`config.mk`:
```
export PLATFORM = sky130hd
export DESIGN_NAME = lpac_config_regs
export DESIGN_NICKNAME = d
export VERILOG_FILES = /design/src/pkg/lpac_pkg.sv /design/src/hw/lpac_field_decode.sv /design/src/hw/lpac_config_regs.sv
export SDC_FILE = /design/constraint.sdc
export NUM_CORES = 1
export LEC_CHECK = 0
export ABC_AREA = 1
export BUFFER_PORTS_ARGS = -buffer_cell sky130_fd_sc_hd__buf_2
export CORE_ASPECT_RATIO = 0.5
export CORE_MARGIN = 2
export CORE_UTILIZATION = 40
export DETAILED_ROUTE_END_ITERATION = 10
export MAX_ROUTING_LAYER = met4
export PLACE_DENSITY = 0.66
export RECOVER_POWER = 25
export SLEW_MARGIN = 20
export SYNTH_ARGS = -nofsm -noshare
export SYNTH_HDL_FRONTEND = slang
export SYNTH_SLANG_ARGS = --single-unit
```
`constraint.sdc`:
```
create_clock -name clk_i -period 1.7 [get_ports clk_i]
set_clock_uncertainty 0.1 [all_clocks]
set_input_delay 0.255 -clock clk_i [delete_from_list [all_inputs] [get_ports clk_i]]
set_output_delay 0.255 -clock clk_i [all_outputs]
set_load 0.005 [all_outputs]
```
`src/pkg/lpac_pkg.sv`:
```
package lpac_pkg;

    // ------------------------------------------------------------
    // register addresses
    // ------------------------------------------------------------
    localparam logic [7:0] ADDR_PATTERN_CTRL  = 8'h11;
    localparam logic [7:0] ADDR_FIRST_SCALE   = 8'h12;
    localparam logic [7:0] ADDR_SECOND_SCALE  = 8'h13;
    localparam logic [7:0] ADDR_AUDIO_CTRL    = 8'h2A;

    // ------------------------------------------------------------
    // writable bit masks and reset values
    // ------------------------------------------------------------
    localparam logic [7:0] MASK_PATTERN_CTRL  = 8'h0F;
    localparam logic [7:0] MASK_SCALE         = 8'h3F;
    localparam logic [7:0] MASK_AUDIO_CTRL    = 8'hFF;
    localparam logic [7:0] RESET_PATTERN_CTRL = 8'h00;
    localparam logic [7:0] RESET_SCALE        = 8'h00;
    localparam logic [7:0] RESET_AUDIO_CTRL   = 8'h03;

    // ------------------------------------------------------------
    // field positions
    // ------------------------------------------------------------
    localparam int BIT_BLINK_ENABLE   = 3;
    localparam int BIT_PATTERN_START  = 2;
    localparam int BIT_PATTERN_REPEAT = 1;
    localparam int BIT_INTENSITY_MODE = 0;
    localparam int POS_RED_SCALE      = 4;
    localparam int POS_GREEN_SCALE    = 2;
    localparam int POS_BLUE_SCALE     = 0;
    localparam int POS_GAIN           = 5;
    localparam int BIT_SYNC_MODE      = 4;
    localparam int BIT_AGC_ENABLE     = 3;
    localparam int BIT_SYNC_ENABLE    = 2;
    localparam int POS_INPUT_SEL      = 0;

    // ------------------------------------------------------------
    // encodings
    // ------------------------------------------------------------
    localparam logic [1:0] INPUT_SINGLE_ENDED = 2'h0;
    localparam logic [1:0] INPUT_NONE         = 2'h3;
    localparam logic [4:0] GAIN_STEP_DB       = 5'h03;

    typedef enum logic {
        LPAC_SYNC_AMPLITUDE,
        LPAC_SYNC_FREQUENCY
    } lpac_sync_mode_e;

endpackage

```
`src/hw/lpac_field_decode.sv`:
```
`timescale 1ns/1ps
// ------------------------------------------------------------
// per-group current scale field splitter
// ------------------------------------------------------------
module lpac_field_decode (
    input  wire logic [7:0] scale_reg_i,
    output logic      [1:0] red_scale_o,
    output logic      [1:0] green_scale_o,
    output logic      [1:0] blue_scale_o
);
    assign red_scale_o   = scale_reg_i[lpac_pkg::POS_RED_SCALE +: 2];
    assign green_scale_o = scale_reg_i[lpac_pkg::POS_GREEN_SCALE +: 2];
    assign blue_scale_o  = scale_reg_i[lpac_pkg::POS_BLUE_SCALE +: 2];
endmodule

```
`src/hw/lpac_config_regs.sv`:
```
`timescale 1ns/1ps
// How it works
// bit 3 of the pattern control register drives the blink start enable output.
// bit 2 of the pattern control register starts the pattern from command one when set.
// bit 1 of the pattern control register picks single run (0) or continuous repeat (1).
// bit 0 of the pattern control register picks intensity mapping mode 0 or 1.
// the first group register holds red, green and blue 2-bit current scale codes.
// the second group register has the same red, green and blue layout.
// gain code in bits 7-5 of the audio register gives 3 dB per step up to 21 dB.
// bit 4 of the audio register picks amplitude (0) or frequency (1) mode.
// bit 3 of the audio register enables automatic gain control.
// bit 2 of the audio register enables audio synchronisation.
// bits 1-0 of the audio register select single-ended input (00) or none (11).
// reserved bits read as zero and ignore writes.
// reset loads zero everywhere except the audio input selector, which loads 11.
module lpac_config_regs (
    input  wire logic       clk_i,
    input  wire logic       reset_i,
    input  wire logic       wr_en_i,
    input  wire logic       rd_en_i,
    input  wire logic [7:0] addr_i,
    input  wire logic [7:0] wdata_i,
    output logic      [7:0] rdata_o,
    output logic            blink_enable_o,
    output logic            pattern_start_o,
    output logic            pattern_repeat_o,
    output logic            intensity_mode_o,
    output logic      [1:0] first_red_current_scale_o,
    output logic      [1:0] first_green_current_scale_o,
    output logic      [1:0] first_blue_current_scale_o,
    output logic      [1:0] second_red_current_scale_o,
    output logic      [1:0] second_green_current_scale_o,
    output logic      [1:0] second_blue_current_scale_o,
    output logic      [2:0] gain_code_o,
    output logic      [4:0] gain_db_o,
    output logic            sync_mode_o,
    output logic            agc_enable_o,
    output logic            sync_enable_o,
    output logic      [1:0] input_sel_o,
    output logic            single_ended_audio_pin_sel_o
);

    // ------------------------------------------------------------
    // register storage
    // ------------------------------------------------------------
    logic [7:0] pattern_generator_control;
    logic [7:0] first_group_current_scale;
    logic [7:0] second_group_current_scale;
    logic [7:0] audio_sync_control_one;
    logic [7:0] next_rdata;
    logic [1:0] f_red;
    logic [1:0] f_green;
    logic [1:0] f_blue;
    logic [1:0] s_red;
    logic [1:0] s_green;
    logic [1:0] s_blue;

    // masked write keeps reserved bits at zero
    function automatic logic [7:0] masked(input logic [7:0] v, input logic [7:0] m);
        return v & m;
    endfunction

    always_ff @(posedge clk_i) begin
        if (reset_i) begin
            pattern_generator_control <= lpac_pkg::RESET_PATTERN_CTRL;
        end else if (wr_en_i && addr_i == lpac_pkg::ADDR_PATTERN_CTRL) begin
            pattern_generator_control <= masked(wdata_i, lpac_pkg::MASK_PATTERN_CTRL);
        end
    end

    always_ff @(posedge clk_i) begin
        if (reset_i) begin
            first_group_current_scale <= lpac_pkg::RESET_SCALE;
        end else if (wr_en_i && addr_i == lpac_pkg::ADDR_FIRST_SCALE) begin
            first_group_current_scale <= masked(wdata_i, lpac_pkg::MASK_SCALE);
        end
    end

    always_ff @(posedge clk_i) begin
        if (reset_i) begin
            second_group_current_scale <= lpac_pkg::RESET_SCALE;
        end else if (wr_en_i && addr_i == lpac_pkg::ADDR_SECOND_SCALE) begin
            second_group_current_scale <= masked(wdata_i, lpac_pkg::MASK_SCALE);
        end
    end

    always_ff @(posedge clk_i) begin
        if (reset_i) begin
            audio_sync_control_one <= lpac_pkg::RESET_AUDIO_CTRL;
        end else if (wr_en_i && addr_i == lpac_pkg::ADDR_AUDIO_CTRL) begin
            audio_sync_control_one <= masked(wdata_i, lpac_pkg::MASK_AUDIO_CTRL);
        end
    end

    // ------------------------------------------------------------
    // read mux, unmapped addresses read zero
    // ------------------------------------------------------------
    always_comb begin
        next_rdata = 8'h00;
        unique case (addr_i)
            lpac_pkg::ADDR_PATTERN_CTRL: next_rdata = pattern_generator_control;
            lpac_pkg::ADDR_FIRST_SCALE:  next_rdata = first_group_current_scale;
            lpac_pkg::ADDR_SECOND_SCALE: next_rdata = second_group_current_scale;
            lpac_pkg::ADDR_AUDIO_CTRL:   next_rdata = audio_sync_control_one;
            default:                     next_rdata = 8'h00;
        endcase
    end

    always_ff @(posedge clk_i) begin
        if (reset_i) begin
            rdata_o <= 8'h00;
        end else if (rd_en_i) begin
            rdata_o <= next_rdata;
        end
    end

    // ------------------------------------------------------------
    // field decode
    // ------------------------------------------------------------
    lpac_field_decode u_first (
        .scale_reg_i   (first_group_current_scale),
        .red_scale_o   (f_red),
        .green_scale_o (f_green),
        .blue_scale_o  (f_blue)
    );

    lpac_field_decode u_second (
        .scale_reg_i   (second_group_current_scale),
        .red_scale_o   (s_red),
        .green_scale_o (s_green),
        .blue_scale_o  (s_blue)
    );

    // outputs registered, so they trail the register by one cycle
    always_ff @(posedge clk_i) begin
        if (reset_i) begin
            blink_enable_o   <= 1'b0;
            pattern_start_o  <= 1'b0;
            pattern_repeat_o <= 1'b0;
            intensity_mode_o <= 1'b0;
        end else begin
            blink_enable_o   <= pattern_generator_control[lpac_pkg::BIT_BLINK_ENABLE];
            pattern_start_o  <= pattern_generator_control[lpac_pkg::BIT_PATTERN_START];
            pattern_repeat_o <= pattern_generator_control[lpac_pkg::BIT_PATTERN_REPEAT];
            intensity_mode_o <= pattern_generator_control[lpac_pkg::BIT_INTENSITY_MODE];
        end
    end

    always_ff @(posedge clk_i) begin
        if (reset_i) begin
            first_red_current_scale_o    <= 2'h0;
            first_green_current_scale_o  <= 2'h0;
            first_blue_current_scale_o   <= 2'h0;
            second_red_current_scale_o   <= 2'h0;
            second_green_current_scale_o <= 2'h0;
            second_blue_current_scale_o  <= 2'h0;
        end else begin
            first_red_current_scale_o    <= f_red;
            first_green_current_scale_o  <= f_green;
            first_blue_current_scale_o   <= f_blue;
            second_red_current_scale_o   <= s_red;
            second_green_current_scale_o <= s_green;
            second_blue_current_scale_o  <= s_blue;
        end
    end

    always_ff @(posedge clk_i) begin
        if (reset_i) begin
            gain_code_o                  <= 3'h0;
            gain_db_o                    <= 5'h00;
            sync_mode_o                  <= lpac_pkg::LPAC_SYNC_AMPLITUDE;
            agc_enable_o                 <= 1'b0;
            sync_enable_o                <= 1'b0;
            input_sel_o                  <= lpac_pkg::INPUT_NONE;
            single_ended_audio_pin_sel_o <= 1'b0;
        end else begin
            gain_code_o   <= audio_sync_control_one[lpac_pkg::POS_GAIN +: 3];
            // 3 dB per step, max 21 fits in five bits
            gain_db_o     <= 5'(audio_sync_control_one[lpac_pkg::POS_GAIN +: 3]
                             * lpac_pkg::GAIN_STEP_DB);
            sync_mode_o   <= audio_sync_control_one[lpac_pkg::BIT_SYNC_MODE];
            agc_enable_o  <= audio_sync_control_one[lpac_pkg::BIT_AGC_ENABLE];
            sync_enable_o <= audio_sync_control_one[lpac_pkg::BIT_SYNC_ENABLE];
            input_sel_o   <= audio_sync_control_one[lpac_pkg::POS_INPUT_SEL +: 2];
            // unused codes 01/10 connect nothing, same as 11
            single_ended_audio_pin_sel_o <=
                audio_sync_control_one[lpac_pkg::POS_INPUT_SEL +: 2]
                == lpac_pkg::INPUT_SINGLE_ENDED;
        end
    end

    // ------------------------------------------------------------
    // checks
    // ------------------------------------------------------------
    // a write is judged two edges on unless the same register is rewritten at once
    logic wr_pattern;
    logic wr_first;
    logic wr_second;
    logic wr_audio;

    assign wr_pattern = wr_en_i && addr_i == lpac_pkg::ADDR_PATTERN_CTRL;
    assign wr_first   = wr_en_i && addr_i == lpac_pkg::ADDR_FIRST_SCALE;
    assign wr_second  = wr_en_i && addr_i == lpac_pkg::ADDR_SECOND_SCALE;
    assign wr_audio   = wr_en_i && addr_i == lpac_pkg::ADDR_AUDIO_CTRL;

    function automatic logic mapped_addr(input logic [7:0] a);
        return a == lpac_pkg::ADDR_PATTERN_CTRL || a == lpac_pkg::ADDR_FIRST_SCALE
            || a == lpac_pkg::ADDR_SECOND_SCALE || a == lpac_pkg::ADDR_AUDIO_CTRL;
    endfunction

    reserved_zero_a: assert property (@(posedge clk_i) disable iff (reset_i)
        pattern_generator_control[7:4] == 4'h0 && first_group_current_scale[7:6] == 2'h0
        && second_group_current_scale[7:6] == 2'h0)
        else $error("reserved bits not zero");

    reset_values_a: assert property (@(posedge clk_i)
        $fell(reset_i) |-> audio_sync_control_one == lpac_pkg::RESET_AUDIO_CTRL
        && pattern_generator_control == lpac_pkg::RESET_PATTERN_CTRL
        && first_group_current_scale == lpac_pkg::RESET_SCALE
        && second_group_current_scale == lpac_pkg::RESET_SCALE)
        else $error("reset value wrong");

    // outputs still hold their reset value at the first edge after release
    reset_outputs_a: assert property (@(posedge clk_i)
        $fell(reset_i) |-> input_sel_o == lpac_pkg::INPUT_NONE && !single_ended_audio_pin_sel_o
        && !pattern_start_o && !sync_enable_o && gain_code_o == 3'h0)
        else $error("output reset value wrong");

    blink_follow_a: assert property (@(posedge clk_i) disable iff (reset_i)
        wr_pattern ##1 !wr_pattern |-> ##1
        blink_enable_o == $past(wdata_i[lpac_pkg::BIT_BLINK_ENABLE], 2))
        else $error("blink enable not following write");

    start_follow_a: assert property (@(posedge clk_i) disable iff (reset_i)
        wr_pattern ##1 !wr_pattern |-> ##1
        pattern_start_o == $past(wdata_i[lpac_pkg::BIT_PATTERN_START], 2))
        else $error("pattern start not following write");

    repeat_follow_a: assert property (@(posedge clk_i) disable iff (reset_i)
        wr_pattern ##1 !wr_pattern |-> ##1
        pattern_repeat_o == $past(wdata_i[lpac_pkg::BIT_PATTERN_REPEAT], 2))
        else $error("repeat not following write");

    mode_follow_a: assert property (@(posedge clk_i) disable iff (reset_i)
        wr_pattern ##1 !wr_pattern |-> ##1
        intensity_mode_o == $past(wdata_i[lpac_pkg::BIT_INTENSITY_MODE], 2))
        else $error("intensity mode not following write");

    first_red_a: assert property (@(posedge clk_i) disable iff (reset_i)
        wr_first ##1 !wr_first |-> ##1
        first_red_current_scale_o == $past(wdata_i[lpac_pkg::POS_RED_SCALE +: 2], 2))
        else $error("first red scale wrong");

    first_green_a: assert property (@(posedge clk_i) disable iff (reset_i)
        wr_first ##1 !wr_first |-> ##1
        first_green_current_scale_o == $past(wdata_i[lpac_pkg::POS_GREEN_SCALE +: 2], 2))
        else $error("first green scale wrong");

    first_blue_a: assert property (@(posedge clk_i) disable iff (reset_i)
        wr_first ##1 !wr_first |-> ##1
        first_blue_current_scale_o == $past(wdata_i[lpac_pkg::POS_BLUE_SCALE +: 2], 2))
        else $error("first blue scale wrong");

    second_red_a: assert property (@(posedge clk_i) disable iff (reset_i)
        wr_second ##1 !wr_second |-> ##1
        second_red_current_scale_o == $past(wdata_i[lpac_pkg::POS_RED_SCALE +: 2], 2))
        else $error("second red scale wrong");

    second_green_a: assert property (@(posedge clk_i) disable iff (reset_i)
        wr_second ##1 !wr_second |-> ##1
        second_green_current_scale_o == $past(wdata_i[lpac_pkg::POS_GREEN_SCALE +: 2], 2))
        else $error("second green scale wrong");

    second_blue_a: assert property (@(posedge clk_i) disable iff (reset_i)
        wr_second ##1 !wr_second |-> ##1
        second_blue_current_scale_o == $past(wdata_i[lpac_pkg::POS_BLUE_SCALE +: 2], 2))
        else $error("second blue scale wrong");

    gain_code_a: assert property (@(posedge clk_i) disable iff (reset_i)
        wr_audio ##1 !wr_audio |-> ##1
        gain_code_o == $past(wdata_i[lpac_pkg::POS_GAIN +: 3], 2))
        else $error("gain code not following write");

    // sum rather than product, so the check does not mirror the logic
    gain_db_a: assert property (@(posedge clk_i) disable iff (reset_i)
        gain_db_o == {2'h0, gain_code_o} + {2'h0, gain_code_o} + {2'h0, gain_code_o})
        else $error("gain dB not 3 per step");

    audio_bits_a: assert property (@(posedge clk_i) disable iff (reset_i)
        wr_audio ##1 !wr_audio |-> ##1
        sync_mode_o == $past(wdata_i[lpac_pkg::BIT_SYNC_MODE], 2)
        && agc_enable_o == $past(wdata_i[lpac_pkg::BIT_AGC_ENABLE], 2)
        && sync_enable_o == $past(wdata_i[lpac_pkg::BIT_SYNC_ENABLE], 2))
        else $error("audio control bits wrong");

    input_follow_a: assert property (@(posedge clk_i) disable iff (reset_i)
        wr_audio ##1 !wr_audio |-> ##1
        input_sel_o == $past(wdata_i[lpac_pkg::POS_INPUT_SEL +: 2], 2))
        else $error("input select not following write");

    input_sel_a: assert property (@(posedge clk_i) disable iff (reset_i)
        single_ended_audio_pin_sel_o == (input_sel_o == lpac_pkg::INPUT_SINGLE_ENDED))
        else $error("input select decode wrong");

    // probing an empty address must not return stale data
    unmapped_read_a: assert property (@(posedge clk_i) disable iff (reset_i)
        rd_en_i && !mapped_addr(addr_i) |=> rdata_o == 8'h00)
        else $error("unmapped read not zero");

    unmapped_write_a: assert property (@(posedge clk_i) disable iff (reset_i)
        wr_en_i && !mapped_addr(addr_i) |=> $stable(pattern_generator_control)
        && $stable(first_group_current_scale) && $stable(second_group_current_scale)
        && $stable(audio_sync_control_one))
        else $error("unmapped write changed a register");

    // read data stands until the next read strobe
    rdata_hold_a: assert property (@(posedge clk_i) disable iff (reset_i)
        !rd_en_i |=> $stable(rdata_o))
        else $error("read data changed without a read");

    reserved_read_a: assert property (@(posedge clk_i) disable iff (reset_i)
        rd_en_i && addr_i == lpac_pkg::ADDR_PATTERN_CTRL
        |=> (rdata_o & ~lpac_pkg::MASK_PATTERN_CTRL) == 8'h00)
        else $error("pattern reserved bits read back");

    scale_read_a: assert property (@(posedge clk_i) disable iff (reset_i)
        rd_en_i && (addr_i == lpac_pkg::ADDR_FIRST_SCALE
        || addr_i == lpac_pkg::ADDR_SECOND_SCALE)
        |=> (rdata_o & ~lpac_pkg::MASK_SCALE) == 8'h00)
        else $error("scale reserved bits read back");

endmodule

```
==> results.py <==
metrics = {
    "critical_path": {
        "worstSetupPathType": "flop to flop",
        "startpoint_type": "flop",
        "end_kind": "flop",
        "cp.required_ns": 1.78,
        "arrival_ns": 1.53,
        "crit_path_max_fanout": 4,
    },
    "synthesis": {
        "synth_top_family_by_area": "simple AND/OR/NAND/NOR gates",
        "syn_nets": 297,
        "ys_ff_latch": 61,
        "ys_seq_area_share_pct": 53.74,
        "syn_avg_cell_area_um2": 8.323,
        "synth_cell_types": 26,
        "synth_xor_xnor_area_share_pct": 0.3855,
        "netlist_instances": 273,
        "yosysWarnings": 0,
        "synthMuxAreaShare_pct": 0,
        "synthAdderAreaFrac_pct": 2.533,
        "synthSimpleGateAreaFrac_pct": 20.81,
        "syn-cell-area_um2": 2272,
        "synth_compound_gate_area_share_pct": 13.16,
    },
    "min_path": {
        "hold_class": "primary input to flop",
    },
    "clocking": {
        "h-tree-depth": 3,
        "path_clk_slew_ns": 0.05,
        "insertion_delay_ns": 0.33,
        "cts.sinks": 61,
        "holdBufCountCts": 0,
        "clock-root-buffer": "clkbuf_16",
        "cts-resized-gates": 0,
        "cts_buffers": 9,
        "cts_buffer_depth": 2,
        "cts_tree": "done",
        "postCtsSetupBuffers": 0,
    },
    "floorplanning": {
        "die_h_um": 57.30,
        "fp.dieW_um": 110.6,
        "num_rows": 19,
        "fp.coreArea_um2": 5492,
        "die-area_um2": 6336,
        "io_pins": 58,
        "start_util_pct": 41.38,
    },
    "finish": {
        "nets": 355,
        "drive_above_1_share_pct": 25.07,
        "n_fill_cell": 536,
        "syn2layout_area_growth_pct": 25.94,
        "diodes": 0,
        "finalInstanceArea_um2": 2861,
        "post-route-util_pct": 52.11,
        "fin_cells": 408,
    },
    "timing": {
        "hold_viol": 0,
        "drv_slew": 0,
        "post-route-period-util_pct": 84.91,
        "rsz0062_at_grt": "no",
        "worst_slew_pin_slew_ns": 0.7572,
        "whs_ns": 0.1002,
        "fin_tns_setup_ns": 0,
        "max_freq_ghz": 0.6928,
        "fin_crit_ns": 1.443,
        "finalSetupViolCount": 0,
        "slew_headroom_pct": 49.52,
    },
    "power": {
        "pwr-share-seq_pct": 44.6,
        "power_switching_share_pct": 20.51,
        "p_leak_nw": 1.308,
        "power_per_cell_area_nw_per_um2": 1126,
        "p_clk_share_pct": 51.9,
        "internal-power_mw": 2.561,
        "switchingPower_uw": 660.8,
        "peakVddDrop_uv": 577.4,
        "comb_power_share_pct": 3.6,
    },
    "place": {
        "portBuffers": 57,
        "dpl_cell_area_um2": 2586,
        "gp_congestion": 0.8107,
        "placed_cells": 393,
        "post-dp-hpwl_um": 3615,
    },
    "detailed_routing": {
        "ant_nets": 0,
        "dr.pass1.iters": 4,
        "drtIter0Drc": 87,
        "drt-vias-per-instance": 4.652,
        "dr_total_vias": 1898,
        "drc_errors": 0,
        "post_drt_wl_per_cell_um": 12.89,
        "wl_um": 5261,
    },
    "global_route": {
        "grtUsageTotal_pct": 17.67,
        "grt_antenna_before_repair": 0,
        "grt_max_degree": 37,
        "grt-ovfl-total": 0,
        "grt_pass1_wl_um": 8238,
        "grt_pass1_vias": 1749,
    },
    "status": {
        "status": "finished, final reports clean",
    },
    "flow_run": {
        "maxCapViolations": 0,
    },
}
==> sequential cells by signal (all words and copies together) (netlist names), 3 cells and up <==
register / cells
second_group_current_scale: 6
first_group_current_scale: 6
pattern_generator_control: 4
gain_db_o: 4
gain_code_o: 3
audio_sync_control_one: 8
rdata_o: 8
==> per-stage QoR <==
step	power, mW	setup WS (ns)
4_1_cts	3.242	0.2758
2_1_floorplan	1.531	0.3839
6_report	3.221	0.2566
3_3_place_gp	1.575	0.1886
3_5_place_dp	1.578	0.1165
5_1_grt	3.314	0.1529
==> Yosys cell counts, drive strengths merged <==
master / instances / area [um2]
buf: 10 / 70.06
inv: 36 / 135.1
and3: 1 / 6.260
o21ai: 27 / 135.1
xor2: 1 / 8.760
ha: 3 / 37.54
or2: 1 / 6.260
nor3: 2 / 10.01
nor2: 35 / 157.7
fa: 1 / 20.02
nand2: 30 / 122.6
dfxtp: 61 / 1221
nand3: 31 / 170.2
clkbuf: 2 / 7.510
a21oi: 32 / 163.9
==> cell type report <==
| cell class | count | area (um2) | share of cell area [%] |
|---|---|---|---|
| repair buffers | 59 | 296.5 | 10.36 |
| multi-input cells | 164 | 838.3 | 29.30 |
| inverters | 36 | 135.1 | 4.722 |
| clock buffers | 14 | 274.0 | 9.576 |
| flip-flops and latches | 61 | 1221 | 42.68 |
| clock inverters | 1 | 5.005 | 0.1749 |
| well taps | 73 | 91.34 | 3.192 |
==> routing by layer <==
layer / GRT usage (%) / part of all wire [%]
met1: 21.99 / 49
met2: 26.47 / 45
met3: 7.758 / 5.4
met4: 4.821 / 0.91
met5: - / 0
==> kinds of logic (layout without fill, tap and decap cells) <==
kind of cell / after synthesis / after routing
AO/OA/AOI/OAI: 59 / 59
XOR/XNOR: 1 / 1
adder cells (fa/ha/maj): 4 / 4
buffers and inverters: 48 / 110
flip-flops: 61 / 61
AND/OR/NAND/NOR: 100 / 100
==> critical path, stage by stage, from the launching register on <==
cell and delay, ns:
dfxtp_1 0.38, ha_1 0.19, inv_1 0.05, fa_1 0.37, xor2_1 0.15, nor2_1 0.05
==> power groups by stage <==
stage	Sequential (mW)	Combinational [mW]	Clock [mW]
after floorplan	1.46	0.0671	0
after global placement	1.46	0.111	0
after detailed placement	1.46	0.114	0
after CTS	1.44	0.115	1.69
after global routing	1.43	0.126	1.75
final	1.44	0.114	1.67
==> layout by cell type (no fill, tap or decap), types with 2 or more instances in the layout <==
cell / Yosys / final
a21oi_1: 31 / 31
buf_2: 2 / 56
clkbuf_1: 2 / 3
clkbuf_16: 0 / 9
clkbuf_8: 0 / 3
dfxtp_1: 61 / 61
ha_1: 3 / 3
inv_1: 35 / 35
nand2_1: 26 / 26
nand2_2: 4 / 4
nand3_1: 28 / 28
nand3_2: 3 / 3
nor2_1: 32 / 32
nor3_1: 2 / 2
o21ai_0: 15 / 15
o21ai_1: 12 / 12
==> final timing paths <==
| check | to | slack, ns | depth (start not counted) | startpoint |
|---|---|---|---|---|
| hold reg to reg | blink_enable_o | 0.35 | 2 | pattern_generator_control[3] |
| setup / recovery | gain_db_o[3] | 0.26 | 5 | audio_sync_control_one[6] |
| setup reg to reg | gain_db_o[3] | 0.26 | 5 | audio_sync_control_one[6] |
| hold / removal | audio_sync_control_one[6] | 0.10 | 3 | wdata_i[6] |
No activity file was read; power rests on OpenSTA's default activity.
